===== src/hw/oad_pkg.sv =====
// oad_pkg: constants, register map and types for the operand decoder
// assumes one core clock; the core supplies opcode class strobes
package oad_pkg;
    typedef enum logic [1:0] {
        OAD_M_IND, OAD_M_SPR, OAD_M_GLB, OAD_M_OFS
    } oad_mode_t;
    typedef enum logic [2:0] {
        OAD_F_TWO, OAD_F_IMM, OAD_F_JMP, OAD_F_BIT, OAD_F_MISC
    } oad_fmt_t;
    localparam int         AXI_AW      = 8;
    localparam logic [7:0] A_CTRL      = 8'h00;
    localparam logic [7:0] A_PAGE      = 8'h04;
    localparam logic [7:0] A_IPTR      = 8'h08;
    localparam logic [7:0] A_DPTR      = 8'h0C;
    localparam logic [7:0] A_SPTR      = 8'h10;
    localparam logic [7:0] A_APTR      = 8'h14;
    localparam logic [7:0] A_STAT      = 8'h18;
    localparam logic [1:0] RESP_OKAY   = 2'h0;
    localparam logic [1:0] RESP_SLVERR = 2'h2;
    localparam int         LOC_W       = 9;
    localparam int         D_BIT       = 9;
    localparam int         BIT_LSB     = 9;
    localparam int         IMM_DST_LSB = 8;
    localparam int         JMP_W       = 13;
    localparam logic [2:0] FMT_JMP     = 3'h7;
    localparam logic [2:0] FMT_BIT     = 3'h6;
    localparam logic [2:0] FMT_IMM     = 3'h5;
    localparam logic [2:0] FMT_MISC    = 3'h4;
    localparam logic [1:0] IMM_TO_ACC  = 2'h0;
    localparam logic [11:0] GLB_BASE   = 12'h080;
    localparam logic [11:0] SPR_FIRST  = 12'h002;
    localparam logic [11:0] LOW_LIMIT  = 12'h020;
    localparam int         PTR_IP      = 0;
    localparam int         PTR_DP      = 1;
    localparam int         PTR_SP      = 2;
    localparam logic       CTRL_RST    = 1'b1;
endpackage : oad_pkg


===== src/hw/oad_operand_address_decoder.sv =====
// oad_operand_address_decoder: operand locator decode, pointer pairs,
// destination routing and an AXI4-Lite register slave
// assumes the core drives inst_* and ptr_upd_* on aclk
//
// Added by the designer: the register offsets and the AXI4-Lite register port.
`timescale 1ns/1ps
module oad_operand_address_decoder (
    input  wire logic              aclk,
    input  wire logic              aresetn,
    input  wire logic [7:0]        awaddr,
    input  wire logic              awvalid,
    output logic                   awready_ff,
    input  wire logic [31:0]       wdata,
    input  wire logic [3:0]        wstrb,
    input  wire logic              wvalid,
    output logic                   wready_ff,
    output logic [1:0]             bresp_ff,
    output logic                   bvalid_ff,
    input  wire logic              bready,
    input  wire logic [7:0]        araddr,
    input  wire logic              arvalid,
    output logic                   arready_ff,
    output logic [31:0]            rdata_ff,
    output logic [1:0]             rresp_ff,
    output logic                   rvalid_ff,
    input  wire logic              rready,
    input  wire logic              inst_valid,
    input  wire logic [15:0]       inst_word,
    input  wire logic              inst_mul,
    input  wire logic              inst_push,
    input  wire logic              inst_pop,
    input  wire logic              inst_loadh,
    input  wire logic              inst_loadl,
    input  wire logic              ptr_upd_valid,
    input  wire logic [1:0]        ptr_upd_sel,
    input  wire logic [7:0]        ptr_upd_low,
    input  wire logic              ptr_upd_carry,
    input  wire logic              ptr_upd_borrow,
    output logic                   dec_valid_ff,
    output oad_pkg::oad_fmt_t      dec_fmt_ff,
    output oad_pkg::oad_mode_t     dec_mode_ff,
    output logic [11:0]            ea_ff,
    output logic [11:0]            stack_addr_ff,
    output logic                   stack_use_ff,
    output logic                   wr_acc_ff,
    output logic                   wr_mem_ff,
    output logic                   wr_prod_hi_ff,
    output logic                   rd_zero_ff,
    output logic [1:0]             imm_dst_ff,
    output logic [7:0]             literal_ff,
    output logic [15:0]            jump_target_ff,
    output logic [2:0]             bit_sel_ff,
    output logic                   low_zone_ff
);
    // pointer pairs: indirect, data, soft stack, program address
    logic [15:0]        ptr_ff [4];
    logic [2:0]         page_ff;    // program page field
    logic               dec_en_ff;  // decode enable
    logic               aw_got_ff;  // write address held
    logic               w_got_ff;   // write data held
    logic [7:0]         wa_ff;      // held write address
    logic [31:0]        wd_ff;      // held write data
    logic [3:0]         ws_ff;      // held strobes
    logic [8:0]         operand_locator; // locator field of the word
    logic               take;       // instruction accepted
    logic               wr_do;      // register write this cycle
    logic               wr_ok;      // write address mapped
    logic               rd_ok;      // read address mapped
    logic [31:0]        rd_data;    // read mux
    logic [15:0]        sp_cur;     // stack pointer before update
    logic [15:0]        nxt_sp;     // stack pointer after push/pop
    logic [11:0]        nxt_ea;     // effective address
    logic               nxt_acc;
    logic               nxt_mem;
    logic               nxt_hi;
    logic               nxt_rsvd;   // reserved special location
    oad_pkg::oad_mode_t nxt_mode;
    oad_pkg::oad_fmt_t  nxt_fmt;

    // mode from the locator alone; all-zero wins over direct
    function automatic oad_pkg::oad_mode_t oad_loc_mode(
        input logic [8:0] f);
        if (f == 9'h000)
            return oad_pkg::OAD_M_IND;
        else if (f[8])
            return oad_pkg::OAD_M_OFS;
        else if (f[7])
            return oad_pkg::OAD_M_GLB;
        else
            return oad_pkg::OAD_M_SPR;
    endfunction : oad_loc_mode

    // format from the top three opcode bits
    function automatic oad_pkg::oad_fmt_t oad_fmt(
        input logic [15:0] w);
        unique case (w[15:13])
            oad_pkg::FMT_JMP:  return oad_pkg::OAD_F_JMP;
            oad_pkg::FMT_BIT:  return oad_pkg::OAD_F_BIT;
            oad_pkg::FMT_IMM:  return oad_pkg::OAD_F_IMM;
            oad_pkg::FMT_MISC: return oad_pkg::OAD_F_MISC;
            default:           return oad_pkg::OAD_F_TWO;
        endcase
    endfunction : oad_fmt

    // byte-lane merge for AXI strobes
    function automatic logic [15:0] oad_merge(
        input logic [15:0] old,
        input logic [31:0] d,
        input logic [3:0]  s);
        logic [15:0] r;
        r = old;
        if (s[0])
            r[7:0] = d[7:0];
        if (s[1])
            r[15:8] = d[15:8];
        return r;
    endfunction : oad_merge

    assign operand_locator = inst_word[oad_pkg::LOC_W-1:0];
    assign take   = inst_valid && dec_en_ff;
    assign wr_do  = aw_got_ff && w_got_ff && !bvalid_ff;
    assign sp_cur = ptr_ff[oad_pkg::PTR_SP];

    // address and stack arithmetic
    always_comb begin
        nxt_mode = oad_loc_mode(operand_locator);
        nxt_fmt  = oad_fmt(inst_word);
        nxt_sp = sp_cur;
        if (inst_pop)
            nxt_sp = sp_cur + 16'h0001;
        else if (inst_push)
            nxt_sp = sp_cur - 16'h0001;
        unique case (nxt_mode)
            oad_pkg::OAD_M_IND: nxt_ea = ptr_ff[oad_pkg::PTR_IP][11:0];
            oad_pkg::OAD_M_SPR: nxt_ea = {5'h00, operand_locator[6:0]};
            oad_pkg::OAD_M_GLB: nxt_ea = oad_pkg::GLB_BASE
                                         | {5'h00, operand_locator[6:0]};
            oad_pkg::OAD_M_OFS: nxt_ea = (operand_locator[7]
                                ? sp_cur[11:0]
                                : ptr_ff[oad_pkg::PTR_DP][11:0])
                                + {5'h00, operand_locator[6:0]};
        endcase
    end

    assign nxt_rsvd = (nxt_mode == oad_pkg::OAD_M_SPR)
                      && (nxt_ea < oad_pkg::SPR_FIRST);

    // destination routing per format
    always_comb begin
        nxt_acc = 1'b0;
        nxt_mem = 1'b0;
        nxt_hi  = 1'b0;
        unique case (nxt_fmt)
            oad_pkg::OAD_F_TWO: begin
                if (inst_mul) begin
                    nxt_acc = 1'b1;
                    nxt_hi  = 1'b1;
                end else if (inst_word[oad_pkg::D_BIT]) begin
                    nxt_mem = 1'b1;
                end else begin
                    nxt_acc = 1'b1;
                end
            end
            oad_pkg::OAD_F_IMM: nxt_acc =
                inst_word[oad_pkg::IMM_DST_LSB +: 2]
                == oad_pkg::IMM_TO_ACC;
            oad_pkg::OAD_F_BIT: nxt_mem = 1'b1;
            oad_pkg::OAD_F_JMP: nxt_mem = 1'b0;
            oad_pkg::OAD_F_MISC: nxt_mem = 1'b0;
        endcase
        if (nxt_rsvd)
            nxt_mem = 1'b0;
    end

    // pointer pairs: bus, then core arithmetic, then decode wins
    always_ff @(posedge aclk) begin
        if (!aresetn) begin
            for (int i = 0; i < 4; i++)
                ptr_ff[i] <= 16'h0000;
        end else begin
            if (wr_do && wr_ok && (wa_ff >= oad_pkg::A_IPTR)
                && (wa_ff <= oad_pkg::A_APTR))
                ptr_ff[wa_ff[3:2] - 2'h2] <=
                    oad_merge(ptr_ff[wa_ff[3:2] - 2'h2], wd_ff, ws_ff);
            if (ptr_upd_valid) begin
                ptr_ff[ptr_upd_sel][7:0]  <= ptr_upd_low;
                ptr_ff[ptr_upd_sel][15:8] <= ptr_ff[ptr_upd_sel][15:8]
                    + {7'h00, ptr_upd_carry} - {7'h00, ptr_upd_borrow};
            end
            if (take) begin
                if (inst_loadh)
                    ptr_ff[oad_pkg::PTR_DP][15:8] <= inst_word[7:0];
                if (inst_loadl)
                    ptr_ff[oad_pkg::PTR_DP][7:0] <= inst_word[7:0];
                // soft stack only, no return stack here
                if (inst_push || inst_pop)
                    ptr_ff[oad_pkg::PTR_SP] <= nxt_sp;
            end
        end
    end

    // decode results except dec_valid_ff, held until the next accepted word
    always_ff @(posedge aclk) begin
        if (!aresetn) begin
            dec_valid_ff   <= 1'b0;
            dec_fmt_ff     <= oad_pkg::OAD_F_TWO;
            dec_mode_ff    <= oad_pkg::OAD_M_IND;
            ea_ff          <= 12'h000;
            stack_addr_ff  <= 12'h000;
            stack_use_ff   <= 1'b0;
            wr_acc_ff      <= 1'b0;
            wr_mem_ff      <= 1'b0;
            wr_prod_hi_ff  <= 1'b0;
            rd_zero_ff     <= 1'b0;
            imm_dst_ff     <= 2'h0;
            literal_ff     <= 8'h00;
            jump_target_ff <= 16'h0000;
            bit_sel_ff     <= 3'h0;
            low_zone_ff    <= 1'b0;
        end else begin
            dec_valid_ff <= take;
            if (take) begin
                dec_fmt_ff    <= nxt_fmt;
                dec_mode_ff   <= nxt_mode;
                ea_ff         <= nxt_ea;
                stack_addr_ff <= inst_pop ? nxt_sp[11:0] : sp_cur[11:0];
                stack_use_ff  <= inst_push || inst_pop;
                wr_acc_ff     <= nxt_acc;
                wr_mem_ff     <= nxt_mem;
                wr_prod_hi_ff <= nxt_hi;
                rd_zero_ff    <= nxt_rsvd;
                imm_dst_ff    <= inst_word[oad_pkg::IMM_DST_LSB +: 2];
                literal_ff    <= inst_word[7:0];
                jump_target_ff <= {page_ff,
                                   inst_word[oad_pkg::JMP_W-1:0]};
                bit_sel_ff    <= inst_word[oad_pkg::BIT_LSB +: 3];
                // flag only; software must avoid this
                low_zone_ff   <= ((nxt_mode == oad_pkg::OAD_M_IND)
                                 || (nxt_mode == oad_pkg::OAD_M_OFS))
                                 && (nxt_ea < oad_pkg::LOW_LIMIT);
            end
        end
    end

    // control registers; only byte lane 0 matters
    always_ff @(posedge aclk) begin
        if (!aresetn) begin
            dec_en_ff <= oad_pkg::CTRL_RST;
            page_ff   <= 3'h0;
        end else if (wr_do && ws_ff[0]) begin
            if (wa_ff == oad_pkg::A_CTRL)
                dec_en_ff <= wd_ff[0];
            if (wa_ff == oad_pkg::A_PAGE)
                page_ff <= wd_ff[2:0];
        end
    end

    // writable map; status is read only
    assign wr_ok = (wa_ff <= oad_pkg::A_APTR);

    // read mux; unmapped reads give zero
    always_comb begin
        rd_ok   = 1'b1;
        rd_data = 32'h0000_0000;
        unique case ({araddr[7:2], 2'b00})
            oad_pkg::A_CTRL: rd_data = {31'h0000_0000, dec_en_ff};
            oad_pkg::A_PAGE: rd_data = {29'h0000_0000, page_ff};
            oad_pkg::A_IPTR: rd_data = {16'h0000, ptr_ff[0]};
            oad_pkg::A_DPTR: rd_data = {16'h0000, ptr_ff[1]};
            oad_pkg::A_SPTR: rd_data = {16'h0000, ptr_ff[2]};
            oad_pkg::A_APTR: rd_data = {16'h0000, ptr_ff[3]};
            oad_pkg::A_STAT: rd_data = {13'h0000, dec_fmt_ff,
                dec_mode_ff, low_zone_ff, rd_zero_ff, ea_ff};
            default: rd_ok = 1'b0;
        endcase
    end

    // AXI write: address and data in either order, one at a time
    always_ff @(posedge aclk) begin
        if (!aresetn) begin
            awready_ff <= 1'b1;
            wready_ff  <= 1'b1;
            aw_got_ff  <= 1'b0;
            w_got_ff   <= 1'b0;
            bvalid_ff  <= 1'b0;
            bresp_ff   <= oad_pkg::RESP_OKAY;
            wa_ff      <= 8'h00;
            wd_ff      <= 32'h0000_0000;
            ws_ff      <= 4'h0;
        end else begin
            if (awvalid && awready_ff) begin
                aw_got_ff  <= 1'b1;
                awready_ff <= 1'b0;
                wa_ff      <= {awaddr[7:2], 2'b00};
            end
            if (wvalid && wready_ff) begin
                w_got_ff  <= 1'b1;
                wready_ff <= 1'b0;
                wd_ff     <= wdata;
                ws_ff     <= wstrb;
            end
            if (wr_do) begin
                aw_got_ff <= 1'b0;
                w_got_ff  <= 1'b0;
                bvalid_ff <= 1'b1;
                bresp_ff  <= wr_ok ? oad_pkg::RESP_OKAY
                                   : oad_pkg::RESP_SLVERR;
            end
            // readies return only after the response is taken
            if (bvalid_ff && bready) begin
                bvalid_ff  <= 1'b0;
                awready_ff <= 1'b1;
                wready_ff  <= 1'b1;
            end
        end
    end

    // AXI read: one cycle from address to data
    always_ff @(posedge aclk) begin
        if (!aresetn) begin
            arready_ff <= 1'b1;
            rvalid_ff  <= 1'b0;
            rdata_ff   <= 32'h0000_0000;
            rresp_ff   <= oad_pkg::RESP_OKAY;
        end else if (arvalid && arready_ff) begin
            arready_ff <= 1'b0;
            rvalid_ff  <= 1'b1;
            rdata_ff   <= rd_data;
            rresp_ff   <= rd_ok ? oad_pkg::RESP_OKAY
                                : oad_pkg::RESP_SLVERR;
        end else if (rvalid_ff && rready) begin
            rvalid_ff  <= 1'b0;
            arready_ff <= 1'b1;
        end
    end

    // checks on the decode path and the bus
    AST_IND_EA: assert property (@(posedge aclk) disable iff (!aresetn)
        take && operand_locator == 9'h000 |=>
        ea_ff == $past(ptr_ff[0][11:0]))
        else $error("indirect address wrong");
    AST_SPR_EA: assert property (@(posedge aclk) disable iff (!aresetn)
        take && operand_locator[8:7] == 2'b00
        && operand_locator != 9'h000 |=>
        ea_ff == {5'h00, $past(inst_word[6:0])}
        && dec_mode_ff == oad_pkg::OAD_M_SPR)
        else $error("special direct address wrong");
    AST_GLB_EA: assert property (@(posedge aclk) disable iff (!aresetn)
        take && operand_locator[8:7] == 2'b01 |=>
        ea_ff == 12'h080 + {5'h00, $past(inst_word[6:0])})
        else $error("global direct address wrong");
    AST_DP_EA: assert property (@(posedge aclk) disable iff (!aresetn)
        take && operand_locator[8:7] == 2'b10 |=>
        ea_ff == $past(ptr_ff[1][11:0])
        + {5'h00, $past(operand_locator[6:0])})
        else $error("data pointer offset address wrong");
    AST_POP_SP: assert property (@(posedge aclk) disable iff (!aresetn)
        take && inst_pop && operand_locator[8:7] == 2'b11 |=>
        ea_ff == $past(sp_cur[11:0])
        + {5'h00, $past(operand_locator[6:0])}
        && stack_addr_ff == $past(sp_cur[11:0]) + 12'h001)
        else $error("pop address ordering wrong");
    AST_PUSH_SP: assert property (@(posedge aclk) disable iff (!aresetn)
        take && inst_push && !inst_pop |=>
        ptr_ff[2] == $past(sp_cur) - 16'h0001)
        else $error("push did not decrement stack");
    AST_MUL_DST: assert property (@(posedge aclk) disable iff (!aresetn)
        take && inst_mul && nxt_fmt == oad_pkg::OAD_F_TWO |=>
        wr_prod_hi_ff && wr_acc_ff && !wr_mem_ff)
        else $error("multiply routing wrong");
    AST_JMP_TGT: assert property (@(posedge aclk) disable iff (!aresetn)
        take && inst_word[15:13] == 3'h7 |=>
        jump_target_ff == {$past(page_ff), $past(inst_word[12:0])})
        else $error("jump target wrong");
    AST_DIR_LOW: assert property (@(posedge aclk) disable iff (!aresetn)
        dec_valid_ff && (dec_mode_ff == oad_pkg::OAD_M_SPR
        || dec_mode_ff == oad_pkg::OAD_M_GLB) |-> ea_ff[11:8] == 4'h0)
        else $error("direct mode left low page");
    AST_CARRY: assert property (@(posedge aclk) disable iff (!aresetn)
        ptr_upd_valid && ptr_upd_sel == 2'h0 && ptr_upd_carry
        && !ptr_upd_borrow && !wr_do |=>
        ptr_ff[0][15:8] == $past(ptr_ff[0][15:8]) + 8'h01)
        else $error("pointer carry lost");
    AST_BHOLD: assert property (@(posedge aclk) disable iff (!aresetn)
        bvalid_ff && !bready |=> bvalid_ff && $stable(bresp_ff))
        else $error("write response dropped");
    COV_POP_OFS: cover property (@(posedge aclk) disable iff (!aresetn)
        take && inst_pop && operand_locator[8:7] == 2'b11);
    COV_MUL: cover property (@(posedge aclk) disable iff (!aresetn)
        take && inst_mul ##1 wr_prod_hi_ff);
    COV_WRITE: cover property (@(posedge aclk) disable iff (!aresetn)
        wr_do ##1 bvalid_ff && bready);
endmodule : oad_operand_address_decoder


===== config.mk =====
export PLATFORM = sky130hd
export DESIGN_NAME = oad_operand_address_decoder
export DESIGN_NICKNAME = d
export VERILOG_FILES = /design/src/hw/oad_pkg.sv /design/src/hw/oad_operand_address_decoder.sv
export SDC_FILE = /design/constraint.sdc
export NUM_CORES = 1
export LEC_CHECK = 0
export ABC_AREA = 1
export BUFFER_PORTS_ARGS = -buffer_cell sky130_fd_sc_hd__buf_2
export CAP_MARGIN = 5
export CORE_UTILIZATION = 61
export DETAILED_ROUTE_END_ITERATION = 10
export PLACE_DENSITY_LB_ADDON = 0.25
export SLEW_MARGIN = 20
export SYNTH_ARGS = -nofsm -noshare
export SYNTH_HDL_FRONTEND = slang
export SYNTH_SLANG_ARGS = --single-unit

===== constraint.sdc =====
create_clock -name aclk -period 8.4 [get_ports aclk]
set_clock_uncertainty 0.2 [all_clocks]
set_input_delay 1.26 -clock aclk [delete_from_list [all_inputs] [get_ports aclk]]
set_output_delay 1.26 -clock aclk [all_outputs]
set_load 0.005 [all_outputs]

==> impl_metrics.json, run 1 <==
{
  "outcome": "finished, final reports clean",
  "critical_path_peak_fanout": 14,
  "syn_area_um2": 10200,
  "min_period_over_period": 0.535,
  "coreArea_um2": 16100,
  "wirelength_mm": 31.7,
  "yosysTopAreaCell": "dfxtp_1",
  "synth_cell_type_count": 56,
  "clkPwrFrac": 0.359,
  "p_per_area_nw_per_um2": 188,
  "final_cell_mix": "nand2_1, buf_2, inv_1",
  "synthCells": 1397,
  "core.rowCount": 46,
  "antenna_left": 0,
  "clock_latency_ps": 430,
  "crit_chain": "buf_2 > nor4_1 > a21oi_1 > nor2_1 > ha_1 > inv_1 > nand2_1 > clkinv_1 > nand3_1 > nand2_1 > nor2_1 > nand4_1 > nor2_1 > nand3_1 > nand3_1 > inv_1",
  "ys_ff_latch": 172,
  "die_h_um": 131,
  "initial_core_util": 0.632,
  "slew_viol_final": 0,
  "seqPwrFrac": 0.457,
  "power_mw": 2.14,
  "num_vias": 10300,
  "ir_drop_mv": 0.146,
  "track_usage": 0.382,
  "hold_path.class": "register to register",
  "avgSynthCellArea_um2": 7.27,
  "hold_buffers": 0,
  "wl_met3_mm": 3.70,
  "place_congestion": 0.993,
  "cts_buffer_depth": 2,
  "p_leak_nw": 5.12,
  "nNetsFinal": 1629,
  "place_hpwl_mm": 24.0,
  "ios": 200,
  "post-route-min-period_ps": 4490,
  "drc": 0,
  "fmax_ghz": 0.223,
  "crit_path_end_kind": "register",
  "synthTopCellsByArea": "dfxtp_1, edfxtp_1, nand2_1",
  "htree_levels": 4,
  "cts_resized": 0,
  "n_fill_cell": 1360,
  "wl_per_cell_um": 18.2,
  "cts_sinks": 172,
  "relSlewSlack": 0.294,
  "grt_remaining_overflow": 0,
  "clk_pin_slew_worst_paths_ps": 70,
  "m1WireLength_mm": 13.1,
  "combPwrFrac": 0.183,
  "final_common_cell": "nand2_1",
  "setup_violations": 0,
  "max_stage_delay_ps": 590,
  "drtIter0Drc": 1354,
  "synth-main-ff-cell": "dfxtp_1",
  "dieWidth_um": 131,
  "internal_power_mw": 1.45,
  "area_growth_pct": 12.5,
  "antenna_cells": 0,
  "synth-async-reset-ratio": 0,
  "post_cts_buffers": 0,
  "startpoint_type": "input port",
  "port_buffers": 162,
  "hold_viol": 0,
  "synth_edf_count": 64,
  "cts_tree": "done",
  "highest_layer": "met4",
  "cp.required_ps": 8530,
  "critical-path-top-delay-family": "simple AND/OR/NAND/NOR gates",
  "cp.arrival_ps": 4620,
  "grt_pass1_vias": 9113,
  "grt_max_degree": 74,
  "yosysSeqAreaShare": 0.402,
  "switching_share": 0.324,
  "viasPerCell": 5.92,
  "crit_type": "input port to register",
  "drv_cap": 0,
  "slowest_stage": "ha_1",
  "cts_root_buffer": "clkbuf_16",
  "dr.pass1.iters": 6,
  "power_switching_mw": 0.694,
  "numCtsBuffers": 17,
  "tns_ps": 0,
  "antenna_found_initial": 0,
  "yosysWarnings": 0,
  "timing.rr.start": "ptr_ff[2][8]",
  "synth.top_cell.area_share": 0.213,
  "drive_gt1_frac": 0.161,
  "tightest_slew_ps": 1060,
  "die_area_um2": 17200,
  "wl_met2_mm": 14.1,
  "rsz0062_at_grt": "false",
  "crit_start": "inst_word[0]",
  "grt_pass1_wl_mm": 48.9,
  "critPathBufInv": 4,
  "hp-start": "wa_ff[5]"
}
==> metrics by stage <==
stage          area, um2  instances  setup slack [ps]  hold slack (ps)   util
2_1_floorplan      10200       1411              4400              230      -
4_1_cts            11400       1741              4090              254  0.711
5_1_grt            11400       1741              3750              284  0.711
3_3_place_gp       10900       1709              3750              239  0.677
6_report           11400       1741              3910              255  0.711
3_5_place_dp       10900       1709              3650              244  0.677
==> synthesized netlist by cell type (20+ instances only) <==
| master | instances |
|---|---|
| a21oi_1 | 107 |
| a22oi_1 | 22 |
| buf_4 | 30 |
| clkbuf_1 | 33 |
| dfxtp_1 | 108 |
| edfxtp_1 | 64 |
| ha_1 | 21 |
| inv_1 | 146 |
| nand2_1 | 326 |
| nand3_1 | 111 |
| nor2_1 | 129 |
| o21ai_0 | 106 |
| o31ai_1 | 20 |
==> power by group through the flow <==
stage | Sequential (mW) | Combinational, mW | Clock [mW]
2_1_floorplan | 0.973 | 0.269 | 0
3_3_place_gp | 0.993 | 0.376 | 0
3_5_place_dp | 0.995 | 0.383 | 0
4_1_cts | 0.976 | 0.386 | 0.764
5_1_grt | 0.985 | 0.438 | 0.800
6_report | 0.980 | 0.393 | 0.771
==> routing by layer <==
layer,global-route usage,up-vias
met1,0.526,4703
met2,0.599,636
met3,0.0684,59
met5,0,-
met4,0.144,0
li1,-,4904
==> sequential cells by signal (all words and copies together) (netlist names), 2 cells and up <==
register        cells
ptr_ff             64
rdata_ff           19
wd_ff              16
ea_ff              12
stack_addr_ff      12
jump_target_ff      8
literal_ff          7
wa_ff               6
dec_fmt_ff          3
page_ff             3
dec_mode_ff         2
ws_ff               2
==> worst min-delay path, cell delays in order, from the launching register on <==
cell and delay (ps):
dfxtp_1 300, inv_1 60, a21oi_1 50
==> logic make-up (layout without fill, tap and decap cells) <==
logic type	count (synthesis)	count (layout)	synth area share
compound gates	323	323	0.187
xor+xnor	16	16	0.0138
fa+ha+maj	23	23	0.0298
buf+inv	242	356	0.103
flops	172	172	0.402
other cells	1	15	0.000369
simple gates	620	620	0.264
==> worst paths after layout <==
kind / to / slack, ps / cells past startpoint
min: wa_ff[5] / 260 / 2
max: wr_mem_ff / 3910 / 16
min reg2reg: wa_ff[5] / 260 / 2
max reg2reg: ptr_ff[2][14] / 4620 / 15
==> cell type report <==
class                      count  area [um2]  share of cell area
tap                          216         270              0.0237
sequential                   172        4080               0.358
inverter                     159         601              0.0526
clock inverter                11         104             0.00909
multi-input combinational    997        5080               0.445
clock buffer                  21         450              0.0394
timing repair buffer         165         833              0.0730
(Power assumes the default switching activity.)
==> run 2, diff against run 1 <==
- CORE_UTILIZATION: 61 -> 56
- clock period: 8.4 -> 4.6 ns (I/O delays scaled with it)
==> run 2 against run 1 <==
  * Wire length grew 1.6%
  * First-iteration DRC count decreased by 17%
  * Largest cell class unchanged
  * Via count is 1.0% lower
  * Critical path type is now register to register
  * Non-clock buffer count rose by 9
  * Critical endpoint is now ptr_ff[0][14]
  * Critical path depth fell by 1
  * Register-to-register slack got worse by 3700 ps
  * Design area up 1.3%
  * Hold slack improved by 5.7 ps
  * Worst setup slack lost 3000 ps
  * Global-route usage shrank 2.4 points
  * Die area is 8.8% higher
==> impl_metrics.json, run 2 (synthesis results as in run 1) <==
{
  "outcome": "finished, final reports clean",
  "cp.arrival_ps": 3770,
  "cts_root_buffer": "clkbuf_16",
  "placedCellCount": 1727,
  "drtIter0Drc": 1123,
  "multi_input_area_um2": 5080,
  "combPwrFrac": 0.178,
  "drive_gt1_frac": 0.167,
  "hold_path.class": "register to register",
  "r2r_end": "ptr_ff[0][14]",
  "p_per_area_nw_per_um2": 349,
  "final_cell_mix": "nand2_1, buf_2, inv_1",
  "reg_top3": "ptr_ff: 64 flops, rdata_ff: 19 flops, wd_ff: 16 flops",
  "internal_power_mw": 2.75,
  "antenna_found_initial": 0,
  "post-route-min-period_ps": 3700,
  "crit_path_end_kind": "register",
  "antenna_cells": 0,
  "tns_ps": 0,
  "p_leak_nw": 5.20,
  "post_cts_buffers": 0,
  "coreArea_um2": 17500,
  "hold_buffers": 0,
  "largest_reg_flops": 64,
  "clock_latency_ps": 450,
  "setup_violations": 0,
  "ir_drop_mv": 0.283,
  "clk_pin_slew_worst_paths_ps": 70,
  "core.rowCount": 48,
  "cts_buffer_depth": 2,
  "switching_share": 0.319,
  "drc": 0,
  "port_buffers": 162,
  "cp.required_ps": 4680,
  "wirelength_mm": 32.3,
  "hp-start": "rdata_ff[3]",
  "relSlewSlack": 0.396,
  "drv_cap": 0,
  "timing.rr.start": "ptr_ff[2][8]",
  "dieWidth_um": 137,
  "rr_worst_depth": 15,
  "die_area_um2": 18700,
  "min_period_over_period": 0.803,
  "numCtsBuffers": 17,
  "crit_type": "register to register",
  "grt_max_degree": 48,
  "place_congestion": 1.00,
  "nNetsFinal": 1638,
  "tightest_slew_ps": 903,
  "fmax_ghz": 0.271,
  "grt_pass1_wl_mm": 50.1,
  "slew_viol_final": 0,
  "num_vias": 10200,
  "cts_tree": "done",
  "track_usage": 0.358,
  "hold_viol": 0,
  "largest-register": "ptr_ff",
  "ios": 200,
  "die_h_um": 137,
  "power_switching_mw": 1.29,
  "antenna_left": 0,
  "final_cell_count_no_fill": 1759,
  "area_growth_pct": 13.9,
  "holdPathEnd": "rdata_ff[3]",
  "reg2reg_slack_ps": 900,
  "seqPwrFrac": 0.444,
  "initial_core_util": 0.581,
  "grt_remaining_overflow": 0,
  "hold_path_depth": 2,
  "n_fill_cell": 1562,
  "critical_path_peak_fanout": 8,
  "place_hpwl_mm": 24.9,
  "clkPwrFrac": 0.378,
  "cts_sinks": 172,
  "final_common_cell": "nand2_1",
  "grt_pass1_vias": 9236,
  "startpoint_type": "register",
  "wl_per_cell_um": 18.3,
  "htree_levels": 4,
  "rsz0062_at_grt": "false",
  "cts_resized": 0,
  "regArea_um2": 4080,
  "dr.pass1.iters": 6,
  "viasPerCell": 5.80
}
-- run 2: layout make-up --
class | instances | share of cell area
Clock inverter | 13 | 0.0142
Clock buffer | 19 | 0.0401
Inverter | 159 | 0.0519
Sequential cell | 172 | 0.353
Timing Repair Buffer | 174 | 0.0779
Tap cell | 225 | 0.0243
Multi-Input combinational cell | 997 | 0.439
-- run 2: worst max path at each step --
stage / from / cells after the start / to
final: ptr_ff[2][8] / 15 / ptr_ff[0][14]
after global routing: ptr_ff[2][8] / 15 / ptr_ff[0][14]
after CTS: ptr_ff[2][8] / 15 / ptr_ff[0][14]
after detailed placement: ptr_upd_sel[0] / 18 / ptr_ff[0][14]
after global placement: ptr_upd_sel[0] / 17 / ptr_ff[2][14]
after floorplan: ptr_upd_sel[1] / 17 / ptr_ff[2][14]
-- run 2: power by group through the flow --
stage	logic, mW	clock network [mW]	registers, mW
final	0.720	1.52	1.79
after global routing	0.808	1.59	1.80
after CTS	0.710	1.53	1.78
after detailed placement	0.705	0	1.82
after global placement	0.697	0	1.82
after floorplan	0.492	0	1.78
-- run 2: metrics by stage --
| stage | setup slack (ps) | util | hold slack [ps] | instance area (um2) | total power [mW] |
|---|---|---|---|---|---|
| floorplan | 1170 | - | 230 | 10200 | 2.27 |
| global placement | 637 | 0.626 | 240 | 10900 | 2.51 |
| detailed placement | 579 | 0.626 | 252 | 10900 | 2.52 |
| CTS | 931 | 0.662 | 253 | 11600 | 4.03 |
| global route | 614 | 0.662 | 275 | 11600 | 4.19 |
| finish | 904 | 0.662 | 261 | 11600 | 4.03 |
-- run 2: worst max-delay path, cell delays in order (launching register included) --
cell and delay (ps):
edfxtp_1 530, inv_1 270, o21ai_0 170, a31oi_1 240
ha_1 270, inv_1 60, ha_1 150, inv_1 70
fa_1 400, o21ai_0 290, a21oi_1 110, nor2_1 100
nor2_1 60, xnor2_1 410, nand2_1 100, o21ai_0 110
-- run 2: per-layer routing --
metal	up-vias	share of wire	GRT usage
met5	-	0	0
met4	0	0.030	0.132
met3	76	0.12	0.100
met2	585	0.44	0.545
met1	4612	0.41	0.483
li1	4926	-	-
